[src/sfie_defines.svh]
// Offsets, field positions, reset values and codes of the supply fault interrupt enable block.
`ifndef SFIE_DEFINES_SVH
`define SFIE_DEFINES_SVH

// Printed register indices; the byte address is four times the index.
`define SFIE_IDX_SUPPLY_EN 8'h08
`define SFIE_IDX_BOOST_EN 8'h0a
`define SFIE_IDX_STATUS 8'h0c
`define SFIE_IDX_CLEAR 8'h0d
`define SFIE_ADDR_STRIDE 4

`define SFIE_REG_W 16
`define SFIE_NUM_FIELDS 7
`define SFIE_FIELD_W 2
`define SFIE_RSVD_LSB 14
`define SFIE_RSVD_MSB 15

`define SFIE_SUPPLY_RST 16'h2aaa
`define SFIE_BOOST_RST 16'ha028
`define SFIE_STATUS_RST 7'h00

// Two-bit field codes: bit 0 is the write strobe, bit 1 the value.
`define SFIE_CODE_DIS 2'h1
`define SFIE_CODE_EN 2'h3
`define SFIE_RD_DIS 2'h0
`define SFIE_RD_EN 2'h2

`define SFIE_RESP_OKAY 2'b00
`define SFIE_RESP_SLVERR 2'b10

`endif

[src/sfie_pkg.sv]
// Types shared by the supply fault interrupt enable block.
package sfie_pkg;

  typedef struct packed {
    logic sync_clock_missing;
    logic charge_pump_fault;
    logic pump_cap_missing;
    logic input_overcurrent;
    logic core_undervoltage;
    logic input_overvoltage;
    logic input_undervoltage;
  } sfie_fault_t;

  typedef enum logic [2:0] {
    SFIE_SEL_SUPPLY,
    SFIE_SEL_BOOST,
    SFIE_SEL_STATUS,
    SFIE_SEL_CLEAR,
    SFIE_SEL_NONE
  } sfie_sel_t;

endpackage

[src/sfie_en_field.sv]
// One two-bit strobe-coded interrupt enable field.
`timescale 1ns/1ps
`include "sfie_defines.svh"

module sfie_en_field #(
  parameter logic RST_EN = 1'b1
) (
  input wire logic aclk,
  input wire logic aresetn,
  input wire logic wr_stb,
  input wire logic [1:0] wr_code,
  output logic en_ff
);
  import sfie_pkg::*;

  // Bit 0 of the code is a strobe, so codes 0h and 2h leave the field alone.
  always_ff @(posedge aclk) begin
    if (!aresetn) begin
      en_ff <= RST_EN;
    end else if (wr_stb && wr_code[0]) begin
      en_ff <= wr_code[1];
    end
  end

  property p_code_disable;
    @(posedge aclk) disable iff (!aresetn)
      (wr_stb && wr_code == `SFIE_CODE_DIS) |=> !en_ff;
  endproperty
  a_code_disable: assert property (p_code_disable) else $error("code 1h did not disable");

  property p_code_enable;
    @(posedge aclk) disable iff (!aresetn)
      (wr_stb && wr_code == `SFIE_CODE_EN) |=> en_ff;
  endproperty
  a_code_enable: assert property (p_code_enable) else $error("code 3h did not enable");

  property p_no_strobe_hold;
    @(posedge aclk) disable iff (!aresetn)
      (!wr_stb || !wr_code[0]) |=> $stable(en_ff);
  endproperty
  a_no_strobe_hold: assert property (p_no_strobe_hold) else $error("field changed without strobe");

endmodule

[src/sfie_supply_irq_en.sv]
// AXI4-Lite register bank with supply fault interrupt enables, sticky status and interrupt.
//
// Functional notes
// - Supply enable register is 16 bits at index 08h, reset to 2AAAh.
// - Reading an enable field returns 0h when disabled, 2h when enabled.
// - Writing 1h into a field disables that interrupt.
// - Writing 3h into a field enables that interrupt.
// - Bits 15 to 14 are reserved, read zero and do nothing.
// - Bits 13 to 12 enable missing sync clock interrupt, reset enabled.
// - Bits 11 to 10 enable charge pump fault interrupt, reset enabled.
// - Bits 9 to 8 enable missing pump capacitor interrupt, reset enabled.
// - Bits 7 to 6 enable input over-current interrupt, reset enabled.
// - Bits 5 to 4 enable core under-voltage interrupt, reset enabled.
// - Bits 3 to 2 enable input over-voltage interrupt, reset enabled.
// - Bits 1 to 0 enable input under-voltage interrupt, reset enabled.
// - Separate 16-bit boost enable register at index 0Ah, reset A028h.
//
// Local design decision: the AXI4-Lite interface to the registers.
`timescale 1ns/1ps
`include "sfie_defines.svh"

module sfie_supply_irq_en #(
  parameter int ADDR_W = 8
) (
  input wire logic aclk,
  input wire logic aresetn,
  input wire logic awvalid,
  output logic awready,
  input wire logic [ADDR_W-1:0] awaddr,
  input wire logic [2:0] awprot,
  input wire logic wvalid,
  output logic wready,
  input wire logic [31:0] wdata,
  input wire logic [3:0] wstrb,
  output logic bvalid,
  input wire logic bready,
  output logic [1:0] bresp,
  input wire logic arvalid,
  output logic arready,
  input wire logic [ADDR_W-1:0] araddr,
  input wire logic [2:0] arprot,
  output logic rvalid,
  input wire logic rready,
  output logic [31:0] rdata,
  output logic [1:0] rresp,
  input wire sfie_pkg::sfie_fault_t fault_events,
  output sfie_pkg::sfie_fault_t irq_enables,
  output logic irq
);
  import sfie_pkg::*;

  localparam int NF = `SFIE_NUM_FIELDS;
  localparam int FW = `SFIE_FIELD_W;
  // A literal cannot be bit-selected, so the reset word is given a name first.
  localparam logic [`SFIE_REG_W-1:0] SUPPLY_RST = `SFIE_SUPPLY_RST;

  if (ADDR_W < 6 || ADDR_W > 32) begin : g_addr_check
    $error("ADDR_W must lie between 6 and 32");
  end

  // Address decode shared by the write and read paths.
  function automatic sfie_sel_t decode(input logic [ADDR_W-1:0] addr);
    logic [31:0] a;
    a = 32'(addr);
    if (a == 32'(`SFIE_IDX_SUPPLY_EN) * `SFIE_ADDR_STRIDE) begin
      return SFIE_SEL_SUPPLY;
    end else if (a == 32'(`SFIE_IDX_BOOST_EN) * `SFIE_ADDR_STRIDE) begin
      return SFIE_SEL_BOOST;
    end else if (a == 32'(`SFIE_IDX_STATUS) * `SFIE_ADDR_STRIDE) begin
      return SFIE_SEL_STATUS;
    end else if (a == 32'(`SFIE_IDX_CLEAR) * `SFIE_ADDR_STRIDE) begin
      return SFIE_SEL_CLEAR;
    end
    return SFIE_SEL_NONE;
  endfunction

  // Write channel capture; address and data may arrive in either order.
  logic aw_held_ff;
  logic w_held_ff;
  logic [ADDR_W-1:0] awaddr_ff;
  logic [31:0] wdata_ff;
  logic [3:0] wstrb_ff;
  logic bvalid_ff;
  logic [1:0] bresp_ff;
  logic wr_go;
  sfie_sel_t wr_sel;

  assign awready = !aw_held_ff && !bvalid_ff;
  assign wready = !w_held_ff && !bvalid_ff;
  assign wr_go = aw_held_ff && w_held_ff && !bvalid_ff;
  assign wr_sel = decode(awaddr_ff);
  assign bvalid = bvalid_ff;
  assign bresp = bresp_ff;

  always_ff @(posedge aclk) begin
    if (!aresetn) begin
      aw_held_ff <= 1'b0;
      awaddr_ff <= '0;
    end else if (awvalid && awready) begin
      aw_held_ff <= 1'b1;
      awaddr_ff <= awaddr;
    end else if (wr_go) begin
      aw_held_ff <= 1'b0;
    end
  end

  always_ff @(posedge aclk) begin
    if (!aresetn) begin
      w_held_ff <= 1'b0;
      wdata_ff <= 32'h0000_0000;
      wstrb_ff <= 4'h0;
    end else if (wvalid && wready) begin
      w_held_ff <= 1'b1;
      wdata_ff <= wdata;
      wstrb_ff <= wstrb;
    end else if (wr_go) begin
      w_held_ff <= 1'b0;
    end
  end

  always_ff @(posedge aclk) begin
    if (!aresetn) begin
      bvalid_ff <= 1'b0;
      bresp_ff <= `SFIE_RESP_OKAY;
    end else if (wr_go) begin
      bvalid_ff <= 1'b1;
      bresp_ff <= (wr_sel == SFIE_SEL_NONE) ? `SFIE_RESP_SLVERR : `SFIE_RESP_OKAY;
    end else if (bready) begin
      bvalid_ff <= 1'b0;
    end
  end

  // Enable fields, status bits and the clear strobes, one per fault.
  logic [NF-1:0] en_vec;
  logic [NF-1:0] status_ff;
  logic [NF-1:0] clr_vec;
  logic [NF-1:0] evt_vec;
  logic [`SFIE_REG_W-1:0] supply_word;
  logic [`SFIE_REG_W-1:0] boost_ff;

  assign evt_vec = fault_events;
  assign supply_word[`SFIE_RSVD_MSB:`SFIE_RSVD_LSB] = 2'b00;

  for (genvar i = 0; i < NF; i++) begin : g_field
    sfie_en_field #(
      .RST_EN(SUPPLY_RST[FW*i+1])
    ) u_field (
      .aclk(aclk),
      .aresetn(aresetn),
      .wr_stb(wr_go && wr_sel == SFIE_SEL_SUPPLY && wstrb_ff[i/4]),
      .wr_code(wdata_ff[FW*i +: FW]),
      .en_ff(en_vec[i])
    );
    // The stored state is one bit; it reads back as the 0h or 2h code.
    assign supply_word[FW*i +: FW] = en_vec[i] ? `SFIE_RD_EN : `SFIE_RD_DIS;
    assign clr_vec[i] = wr_go && wr_sel == SFIE_SEL_CLEAR && wstrb_ff[i/4] && wdata_ff[FW*i+1];
  end

  assign irq_enables = en_vec;

  // The boost register's fields are outside this block, so it is kept as plain storage.
  always_ff @(posedge aclk) begin
    if (!aresetn) begin
      boost_ff <= `SFIE_BOOST_RST;
    end else if (wr_go && wr_sel == SFIE_SEL_BOOST) begin
      for (int b = 0; b < 2; b++) begin
        if (wstrb_ff[b]) begin
          boost_ff[8*b +: 8] <= wdata_ff[8*b +: 8];
        end
      end
    end
  end

  // A fault in the same cycle as its clear keeps the bit set.
  always_ff @(posedge aclk) begin
    if (!aresetn) begin
      status_ff <= `SFIE_STATUS_RST;
    end else begin
      status_ff <= (status_ff & ~clr_vec) | evt_vec;
    end
  end

  always_ff @(posedge aclk) begin
    if (!aresetn) begin
      irq <= 1'b0;
    end else begin
      irq <= |(((status_ff & ~clr_vec) | evt_vec) & en_vec);
    end
  end

  // Read channel: one outstanding read, data registered.
  logic rvalid_ff;
  logic [31:0] rdata_ff;
  logic [1:0] rresp_ff;
  logic [31:0] status_word;
  sfie_sel_t rd_sel;

  assign arready = !rvalid_ff;
  assign rd_sel = decode(araddr);
  assign rvalid = rvalid_ff;
  assign rdata = rdata_ff;
  assign rresp = rresp_ff;

  always_comb begin
    status_word = 32'h0000_0000;
    for (int k = 0; k < NF; k++) begin
      status_word[FW*k+1] = status_ff[k];
    end
  end

  always_ff @(posedge aclk) begin
    if (!aresetn) begin
      rvalid_ff <= 1'b0;
      rdata_ff <= 32'h0000_0000;
      rresp_ff <= `SFIE_RESP_OKAY;
    end else if (arvalid && arready) begin
      rvalid_ff <= 1'b1;
      rresp_ff <= `SFIE_RESP_OKAY;
      unique case (rd_sel)
        SFIE_SEL_SUPPLY: rdata_ff <= {16'h0000, supply_word};
        SFIE_SEL_BOOST: rdata_ff <= {16'h0000, boost_ff};
        SFIE_SEL_STATUS: rdata_ff <= status_word;
        SFIE_SEL_CLEAR: rdata_ff <= 32'h0000_0000;
        SFIE_SEL_NONE: begin
          rdata_ff <= 32'h0000_0000;
          rresp_ff <= `SFIE_RESP_SLVERR;
        end
      endcase
    end else if (rready) begin
      rvalid_ff <= 1'b0;
    end
  end

  // Helper for read checks: which register the pending read came from.
  sfie_sel_t rd_sel_ff;
  always_ff @(posedge aclk) begin
    if (!aresetn) begin
      rd_sel_ff <= SFIE_SEL_NONE;
    end else if (arvalid && arready) begin
      rd_sel_ff <= rd_sel;
    end
  end

  property p_supply_reset;
    @(posedge aclk) !aresetn |=> (supply_word == `SFIE_SUPPLY_RST);
  endproperty
  a_supply_reset: assert property (p_supply_reset) else $error("supply reset wrong");

  property p_read_codes;
    @(posedge aclk) disable iff (!aresetn)
      (rvalid_ff && rd_sel_ff == SFIE_SEL_SUPPLY) |-> (rdata_ff & 32'hffff_d555) == 32'h0000_0000;
  endproperty
  a_read_codes: assert property (p_read_codes) else $error("bad read code or bits");

  property p_read_matches;
    @(posedge aclk) disable iff (!aresetn)
      (arvalid && arready && rd_sel == SFIE_SEL_SUPPLY) |=> rdata_ff[15:0] == $past(supply_word);
  endproperty
  a_read_matches: assert property (p_read_matches) else $error("read data stale");

  property p_field_reset;
    @(posedge aclk) !aresetn |=> en_vec == 7'h7f;
  endproperty
  a_field_reset: assert property (p_field_reset) else $error("field reset wrong");

  property p_boost_reset;
    @(posedge aclk) !aresetn |=> boost_ff == `SFIE_BOOST_RST;
  endproperty
  a_boost_reset: assert property (p_boost_reset) else $error("boost reset wrong");

  property p_irq_masked;
    @(posedge aclk) disable iff (!aresetn)
      (en_vec == 7'h00) |=> !irq;
  endproperty
  a_irq_masked: assert property (p_irq_masked) else $error("irq with all disabled");

  property p_irq_follows;
    @(posedge aclk) disable iff (!aresetn)
      ##1 irq == |(status_ff & $past(en_vec));
  endproperty
  a_irq_follows: assert property (p_irq_follows) else $error("irq mismatch");

  property p_event_sticks;
    @(posedge aclk) disable iff (!aresetn)
      (evt_vec != 7'h00) |=> (status_ff & $past(evt_vec)) == $past(evt_vec);
  endproperty
  a_event_sticks: assert property (p_event_sticks) else $error("event lost");

  property p_bvalid_holds;
    @(posedge aclk) disable iff (!aresetn)
      (bvalid && !bready) |=> bvalid && $stable(bresp);
  endproperty
  a_bvalid_holds: assert property (p_bvalid_holds) else $error("bvalid dropped early");

  property p_write_answer;
    @(posedge aclk) disable iff (!aresetn)
      (aw_held_ff && w_held_ff && !bvalid_ff) |=> bvalid;
  endproperty
  a_write_answer: assert property (p_write_answer) else $error("no write response");

  c_supply_write: cover property (@(posedge aclk) wr_go && wr_sel == SFIE_SEL_SUPPLY);
  c_supply_read: cover property (@(posedge aclk) rvalid && rd_sel_ff == SFIE_SEL_SUPPLY);
  c_irq_rise: cover property (@(posedge aclk) $rose(irq));
  c_set_and_clear: cover property (@(posedge aclk) (evt_vec & clr_vec) != 7'h00);

endmodule

[config.mk]
export PLATFORM = sky130hd
export DESIGN_NAME = sfie_supply_irq_en
export DESIGN_NICKNAME = d
export VERILOG_FILES = /design/src/sfie_pkg.sv /design/src/sfie_en_field.sv /design/src/sfie_supply_irq_en.sv
export VERILOG_INCLUDE_DIRS = /design/src
export SDC_FILE = /design/constraint.sdc
export NUM_CORES = 1
export LEC_CHECK = 0
export BUFFER_PORTS_ARGS = -buffer_cell sky130_fd_sc_hd__clkbuf_2
export CAP_MARGIN = 0
export CELL_PAD_IN_SITES_DETAIL_PLACEMENT = 0
export CELL_PAD_IN_SITES_GLOBAL_PLACEMENT = 1
export CORE_ASPECT_RATIO = 1.4
export CORE_MARGIN = 2
export CORE_UTILIZATION = 35
export DETAILED_ROUTE_END_ITERATION = 6
export PLACE_DENSITY_LB_ADDON = 0.1
export SETUP_SLACK_MARGIN = 0.4
export SLEW_MARGIN = 20
export SYNTH_ARGS = -nofsm -noshare
export SYNTH_HDL_FRONTEND = slang
export SYNTH_HIERARCHICAL = 1
export SYNTH_SLANG_ARGS = --single-unit
[constraint.sdc]
create_clock -name aclk -period 3 [get_ports aclk]
set_input_delay 0.9 -clock aclk [delete_from_list [all_inputs] [get_ports aclk]]
set_output_delay 0.9 -clock aclk [all_outputs]
set_load 0.05 [all_outputs]
[Word-level counts from Yosys, hierarchy flattened]
Index checks and enable logic that the tools add are counted.
Word-level totals
  register bits: 97
  bits of input ports: 72
  word-level logic and storage cells: 117
  output and inout port bits: 49
Operators by class
  multiplexer cells: 35
  equal/unequal tests: 15
  bitwise gates (word level): 4
  reductions and logical operators: 42
Operators with widths (count)
  $pmux W32 S4: 1
  $eq A8 B6 Y1 const B: 8
  $mux W3: 10
  $logic_and A1 B1 Y1: 28
  $mux W2: 9
  $mux W1: 15
  $and A7 B7 Y7: 2
  $eq A3 B2 Y1 const B: 3
  $reduce_bool A2 Y1: 4
  $not A7 Y7: 1
  $or A7 B7 Y7: 1
  $reduce_or A7 Y1: 1
  $eq A3 B1 Y1 const B: 2
  $eq A3 B3 Y1 const B: 2
  $logic_not A3 Y1: 2
  $logic_not A1 Y1: 4
  $reduce_and A2 Y1: 2
  $reduce_or A2 Y1: 1

[Depth between registers and ports, before layout]
  depth in word-level cells: 15
  gate-level depth with buffers: 6
  gate-level depth less buffers: 5

[Cells and area by module]
The synthesis kept the hierarchy.
Modules (own cells, without submodules)
  sfie_supply_irq_en: area an instance 3022.9 µm², seq. area each 1441.4 µm², cells each 359, times used 1
  sfie_en_field: area an instance 42.5 µm², seq. area each 20.0 µm², cells each 4, times used 7

[Worst setup path before layout]
No wires, ideal clock.
  kind: input to register
  from: in araddr[7]
  to: reg rdata_ff[13], in the netlist rdata[13]
  required time: 2930 ps
  stages on the path: 6
  path slack: 683 ps
  data arrival time: 2247 ps
  library setup time: 70 ps
  buffers on the path: 1
  cells stage by stage: nor3_1 -> nand3b_1 -> nor4b_2 -> clkbuf_1 -> a221oi_1 -> a21oi_1
Between the ends
  longest elaborated chain between the ends: 9
  elaborated cells on any way between the ends: 19
  classes of those cells: 8 x eq/ne; 9 x mux; 2 x reduce/logical
Ends and longest elaborated chain
  start, declared: line sfie_supply_irq_en.sv:40  | input wire logic [ADDR_W-1:0] araddr,
  $eq A8 B6 Y1 (no line)
  $mux W1: line sfie_supply_irq_en.sv:71  | end else if (a == 32'(`SFIE_IDX_CLEAR) * `SFIE_ADDR_STRIDE) begin
  $mux W1: line sfie_supply_irq_en.sv:69  | end else if (a == 32'(`SFIE_IDX_STATUS) * `SFIE_ADDR_STRIDE) begin
  $mux W1: line sfie_supply_irq_en.sv:67  | end else if (a == 32'(`SFIE_IDX_BOOST_EN) * `SFIE_ADDR_STRIDE) begin
  $mux W1: line sfie_supply_irq_en.sv:65  | if (a == 32'(`SFIE_IDX_SUPPLY_EN) * `SFIE_ADDR_STRIDE) begin
  $mux W3 *: line sfie_supply_irq_en.sv:74  | return SFIE_SEL_NONE;
  $eq A3 B3 Y1 or $eq A3 B2 Y1 (tied branches): line sfie_supply_irq_en.sv:219  | unique case (rd_sel)
  $reduce_or A2 Y1 (no line)
  $pmux W32 S4 *: line sfie_supply_irq_en.sv:219
  end signal, assigned: line sfie_supply_irq_en.sv:220  | SFIE_SEL_SUPPLY: rdata_ff <= {16'h0000, supply_word};
  end signal, assigned: line sfie_supply_irq_en.sv:221  | SFIE_SEL_BOOST: rdata_ff <= {16'h0000, boost_ff};
  end signal, assigned: line sfie_supply_irq_en.sv:222  | SFIE_SEL_STATUS: rdata_ff <= status_word;
  end, declared: line sfie_supply_irq_en.sv:193  | logic [31:0] rdata_ff;
Every way passes the cells marked *; elsewhere a longest branch is shown, timed or not. The select of a mux whose other input is x is not followed.
A chain may end at the register's enable or synchronous reset.

[Worst setup path in the final report]
  from: reg awaddr_ff[0]
  to: reg irq
Between the ends
  longest elaborated chain between the ends: 15
  elaborated cells on any way between the ends: 28
  classes of those cells: 5 x eq/ne; 8 x mux; 4 x bitwise; 11 x reduce/logical
Ends and longest elaborated chain
  start, declared: line sfie_supply_irq_en.sv:80  | logic [ADDR_W-1:0] awaddr_ff;
  start signal, assigned: line sfie_supply_irq_en.sv:101  | awaddr_ff <= awaddr;
  $eq A8 B6 Y1 (no line)
  $mux W1: line sfie_supply_irq_en.sv:71
  $mux W1: line sfie_supply_irq_en.sv:69
  $mux W1: line sfie_supply_irq_en.sv:67
  $mux W1: line sfie_supply_irq_en.sv:65
  $mux W3 *: line sfie_supply_irq_en.sv:74
  $eq A3 B2 Y1 *: line sfie_supply_irq_en.sv:156  | assign clr_vec[i] = wr_go && wr_sel == SFIE_SEL_CLEAR && wstrb_ff[i/4] && wdata_ff[FW*i+1];
  $logic_and A1 B1 Y1 *: line sfie_supply_irq_en.sv:156
  $logic_and A1 B1 Y1 (2 in series): line sfie_supply_irq_en.sv:156
  $not A7 Y7 *: line sfie_supply_irq_en.sv:187  | irq <= |(((status_ff & ~clr_vec) | evt_vec) & en_vec);
  $and A7 B7 Y7 *: line sfie_supply_irq_en.sv:187
  $or A7 B7 Y7 *: line sfie_supply_irq_en.sv:187
  $and A7 B7 Y7 *: line sfie_supply_irq_en.sv:187
  $reduce_or A7 Y1 *: line sfie_supply_irq_en.sv:187
  end signal, assigned: line sfie_supply_irq_en.sv:187
  end, declared: line sfie_supply_irq_en.sv:48  | output logic irq
Every way passes the cells marked *; elsewhere a longest branch is shown, timed or not.

==> results.yml <==
timing:
  tightest_slew_ps: 751
  period_share_pct: 75.5
  relSlewSlack_pct: 49.8
  clock_skew_ps: 6.04
  final.min_clock_period_ps: 2270
  grt_setup_unrepaired: "no"
  finalSetupViolCount: 0
  max_freq_mhz: 441
  timing.hold.ws_ps: 453
  drv_slew: 0
  finalHoldViolations: 0
  fin_setup_tns_ps: 0
place:
  portBuffers: 78
  gp_congestion: 0.729
  hpwl_um: 5960
  postPlaceCellArea_sq_mm: 0.00377
cts:
  cts_buffers: 9
  root_buffer: "clkbuf_16"
  tritoncts: "built"
  ctsHtreeMaxLevel: 3
  clk_pin_slew_ps: 60
  cts_hold_buf: 0
  clk-insertion-delay-late_ps: 330
  cts_num_sinks: 79
  post_cts_buffers: 0
  cts_resized: 0
  clockBufferDepth: 2
global_route:
  grt_pass1_vias: 2700
  overflow: 0
  globalRouteTotalUtil_pct: 17.2
  antenna_found_initial: 0
  grt_max_degree: 36
  grt_pass1_wl_um: 13600
power:
  power.switching_uw: 672
  internal-power_uw: 1840
  pwr-share-clk_pct: 43.2
  swShare_pct: 26.8
  p_seq_share_pct: 44.9
  combPwrFrac_pct: 11.8
  leakagePower_uw: 0.00171
  worst_ir_drop_vdd_mv: 0.317
  powerDensity_mw_per_mm2: 617
die:
  core_area_sq_mm: 0.00935
  pin_count: 121
  initial_core_util_pct: 35.5
  fp.dieW_um: 86.3
  die_h_um: 119
  die-area_sq_mm: 0.0103
  rows: 42
finish:
  layout_common_cells: "dfxtp_1, clkbuf_2, nand2_1, a21oi_1, nor2_1"
  nNetsFinal: 540
  area_delta_synth_final_pct: 22.6
  antenna_cells: 0
  fill_cells: 981
  fin_area_sq_mm: 0.00407
  final_common_cell: "dfxtp_1"
  drive_gt1_share_pct: 26.2
synth:
  ys_seq_elements: 79
  avgSynthCellArea_sq_um: 8.58
  synth.yosys.seq_area_share_pct: 47.6
  synth_edf_count: 0
  synthArstFlopShare_pct: 0
  syn_area_sq_mm: 0.00332
  yosys_warnings: 6
  syn_inst: 387
  synth_ff_type: "dfxtp_1"
  post_synth_num_cell_types: 45
setup_path:
  cp.arrival_ps: 2470
  worstSetupStartpoint: "awaddr_ff[0]"
  crit_family: "simple AND/OR/NAND/NOR gates"
  slowest_delay_ps: 610
  r2r-end: "irq"
  cp_data_required_time_ps: 3200
  crit_path_start_kind: "register"
  critPathSlowestCell: "or3b_1"
  cp-end-kind: "register"
  worstSetupEndpoint: "irq"
  crit_cells: 5
  path_cells: "or4b_4 > or3b_1 > nor3_4 > o2111a_1 > a41oi_1"
  path_max_fanout: 8
  crit_buf_inv: 0
  r2r_slack_ps: 730
  critical_path_class: "register to register"
  reg2reg_depth: 5
  r2r-start: "awaddr_ff[0]"
routing:
  wl_um: 8440
  wire_per_inst_um: 14.5
  drtIter0Drc: 101
  vias_per_cell: 4.97
  first_pass_iters: 4
  drc: 0
  via_count: 2899
  antenna_left: 0
flow_run:
  maxCapViolCount: 0
run_status:
  status: "finished clean"
hold_path:
  hp-class: "register to register"
==> synthesized netlist by cell type, drive strengths merged, types with 4 or more instances <==
master  instances  share of area, %
and2            4              0.79
clkbuf         14               1.6
a21boi          4              0.90
dfxtp          79                48
inv             5              0.56
nor2           26               3.5
nand2          75               8.5
a221oi          7               1.8
o21ai          27               4.9
a21oi          54               8.1
buf            21               4.9
and3b           8               2.1
o21a            4              0.90
nand3          10               1.5
mux2i          14               4.2
nor3            8               1.5
==> routing by layer <==
layer / vias to the layer above / GRT usage (%) / routed length (um)
met2: 81 / 27.8 / 3990
met5: - / 0 / 0
met4: 0 / 6.74 / 141
met1: 1325 / 22.2 / 3880
li1: 1481 / - / -
met3: 12 / 3.74 / 431
==> cells by family (layout without fill, tap and decap cells) <==
family | Yosys count | in the layout | synth area share [%]
mux | 14 | 14 | 4.22
other cells | 1 | 18 | 0.113
buf+inv | 40 | 109 | 7.01
compound gates | 105 | 105 | 18.8
flops | 79 | 79 | 47.6
simple gates | 148 | 148 | 22.2
==> worst min-delay path by stage <==
stage                     start     endpoint  slack, ps  depth (start not counted)
floorplan           wstrb_ff[0]  wstrb_ff[0]        430                          2
global placement      rdata[10]    rdata[10]        440                          2
detailed placement    rdata[14]    rdata[14]        450                          2
CTS                   rdata[15]    rdata[15]        460                          2
global route           rdata[0]     rdata[0]        470                          2
finish                rdata[15]    rdata[15]        450                          2
==> worst register-to-register path, cell delays in order, from the launching register on <==
cell      delay [ps]
dfxtp_1          310
or4b_4           560
or3b_1           610
nor3_4           290
o2111a_1         270
a41oi_1          100
==> through the flow <==
| stage | std cells | utilization [%] | power [uW] | setup slack (ps) |
|---|---|---|---|---|
| after global placement | 567 | 40.3 | 1450 | 585 |
| after floorplan | 404 | - | 1380 | 683 |
| after detailed placement | 567 | 40.3 | 1450 | 580 |
| after global routing | 583 | 43.5 | 2620 | 589 |
| after CTS | 583 | 43.5 | 2540 | 690 |
| final | 583 | 43.5 | 2510 | 734 |
==> registers in the layout (all words and copies together) (netlist names) <==
signal,count
bvalid,1
irq,1
rvalid,1
rresp,1
wdata_ff,16
bresp,1
boost_ff,16
rdata,16
awaddr_ff,8
aw_held_ff,1
wstrb_ff,2
status_ff,7
w_held_ff,1
g_field.u_field/en_ff,7
==> power groups by stage <==
stage	Clock [uW]	Combinational, uW	Sequential, uW
2_1_floorplan	0	199	1180
3_3_place_gp	0	297	1150
3_5_place_dp	0	300	1150
4_1_cts	1110	301	1130
5_1_grt	1160	325	1130
6_report	1090	297	1130
==> layout make-up <==
class	count	area, sq um	area share [%]
Sequential cell	79	1580	38.8
Clock buffer	10	239	5.87
Timing Repair Buffer	88	465	11.4
Multi-Input combinational cell	285	1570	38.6
Inverter	5	18.8	0.461
Tap cell	110	138	3.38
Clock inverter	6	60.1	1.47
Note: power is estimated with default switching activity, not from simulation.
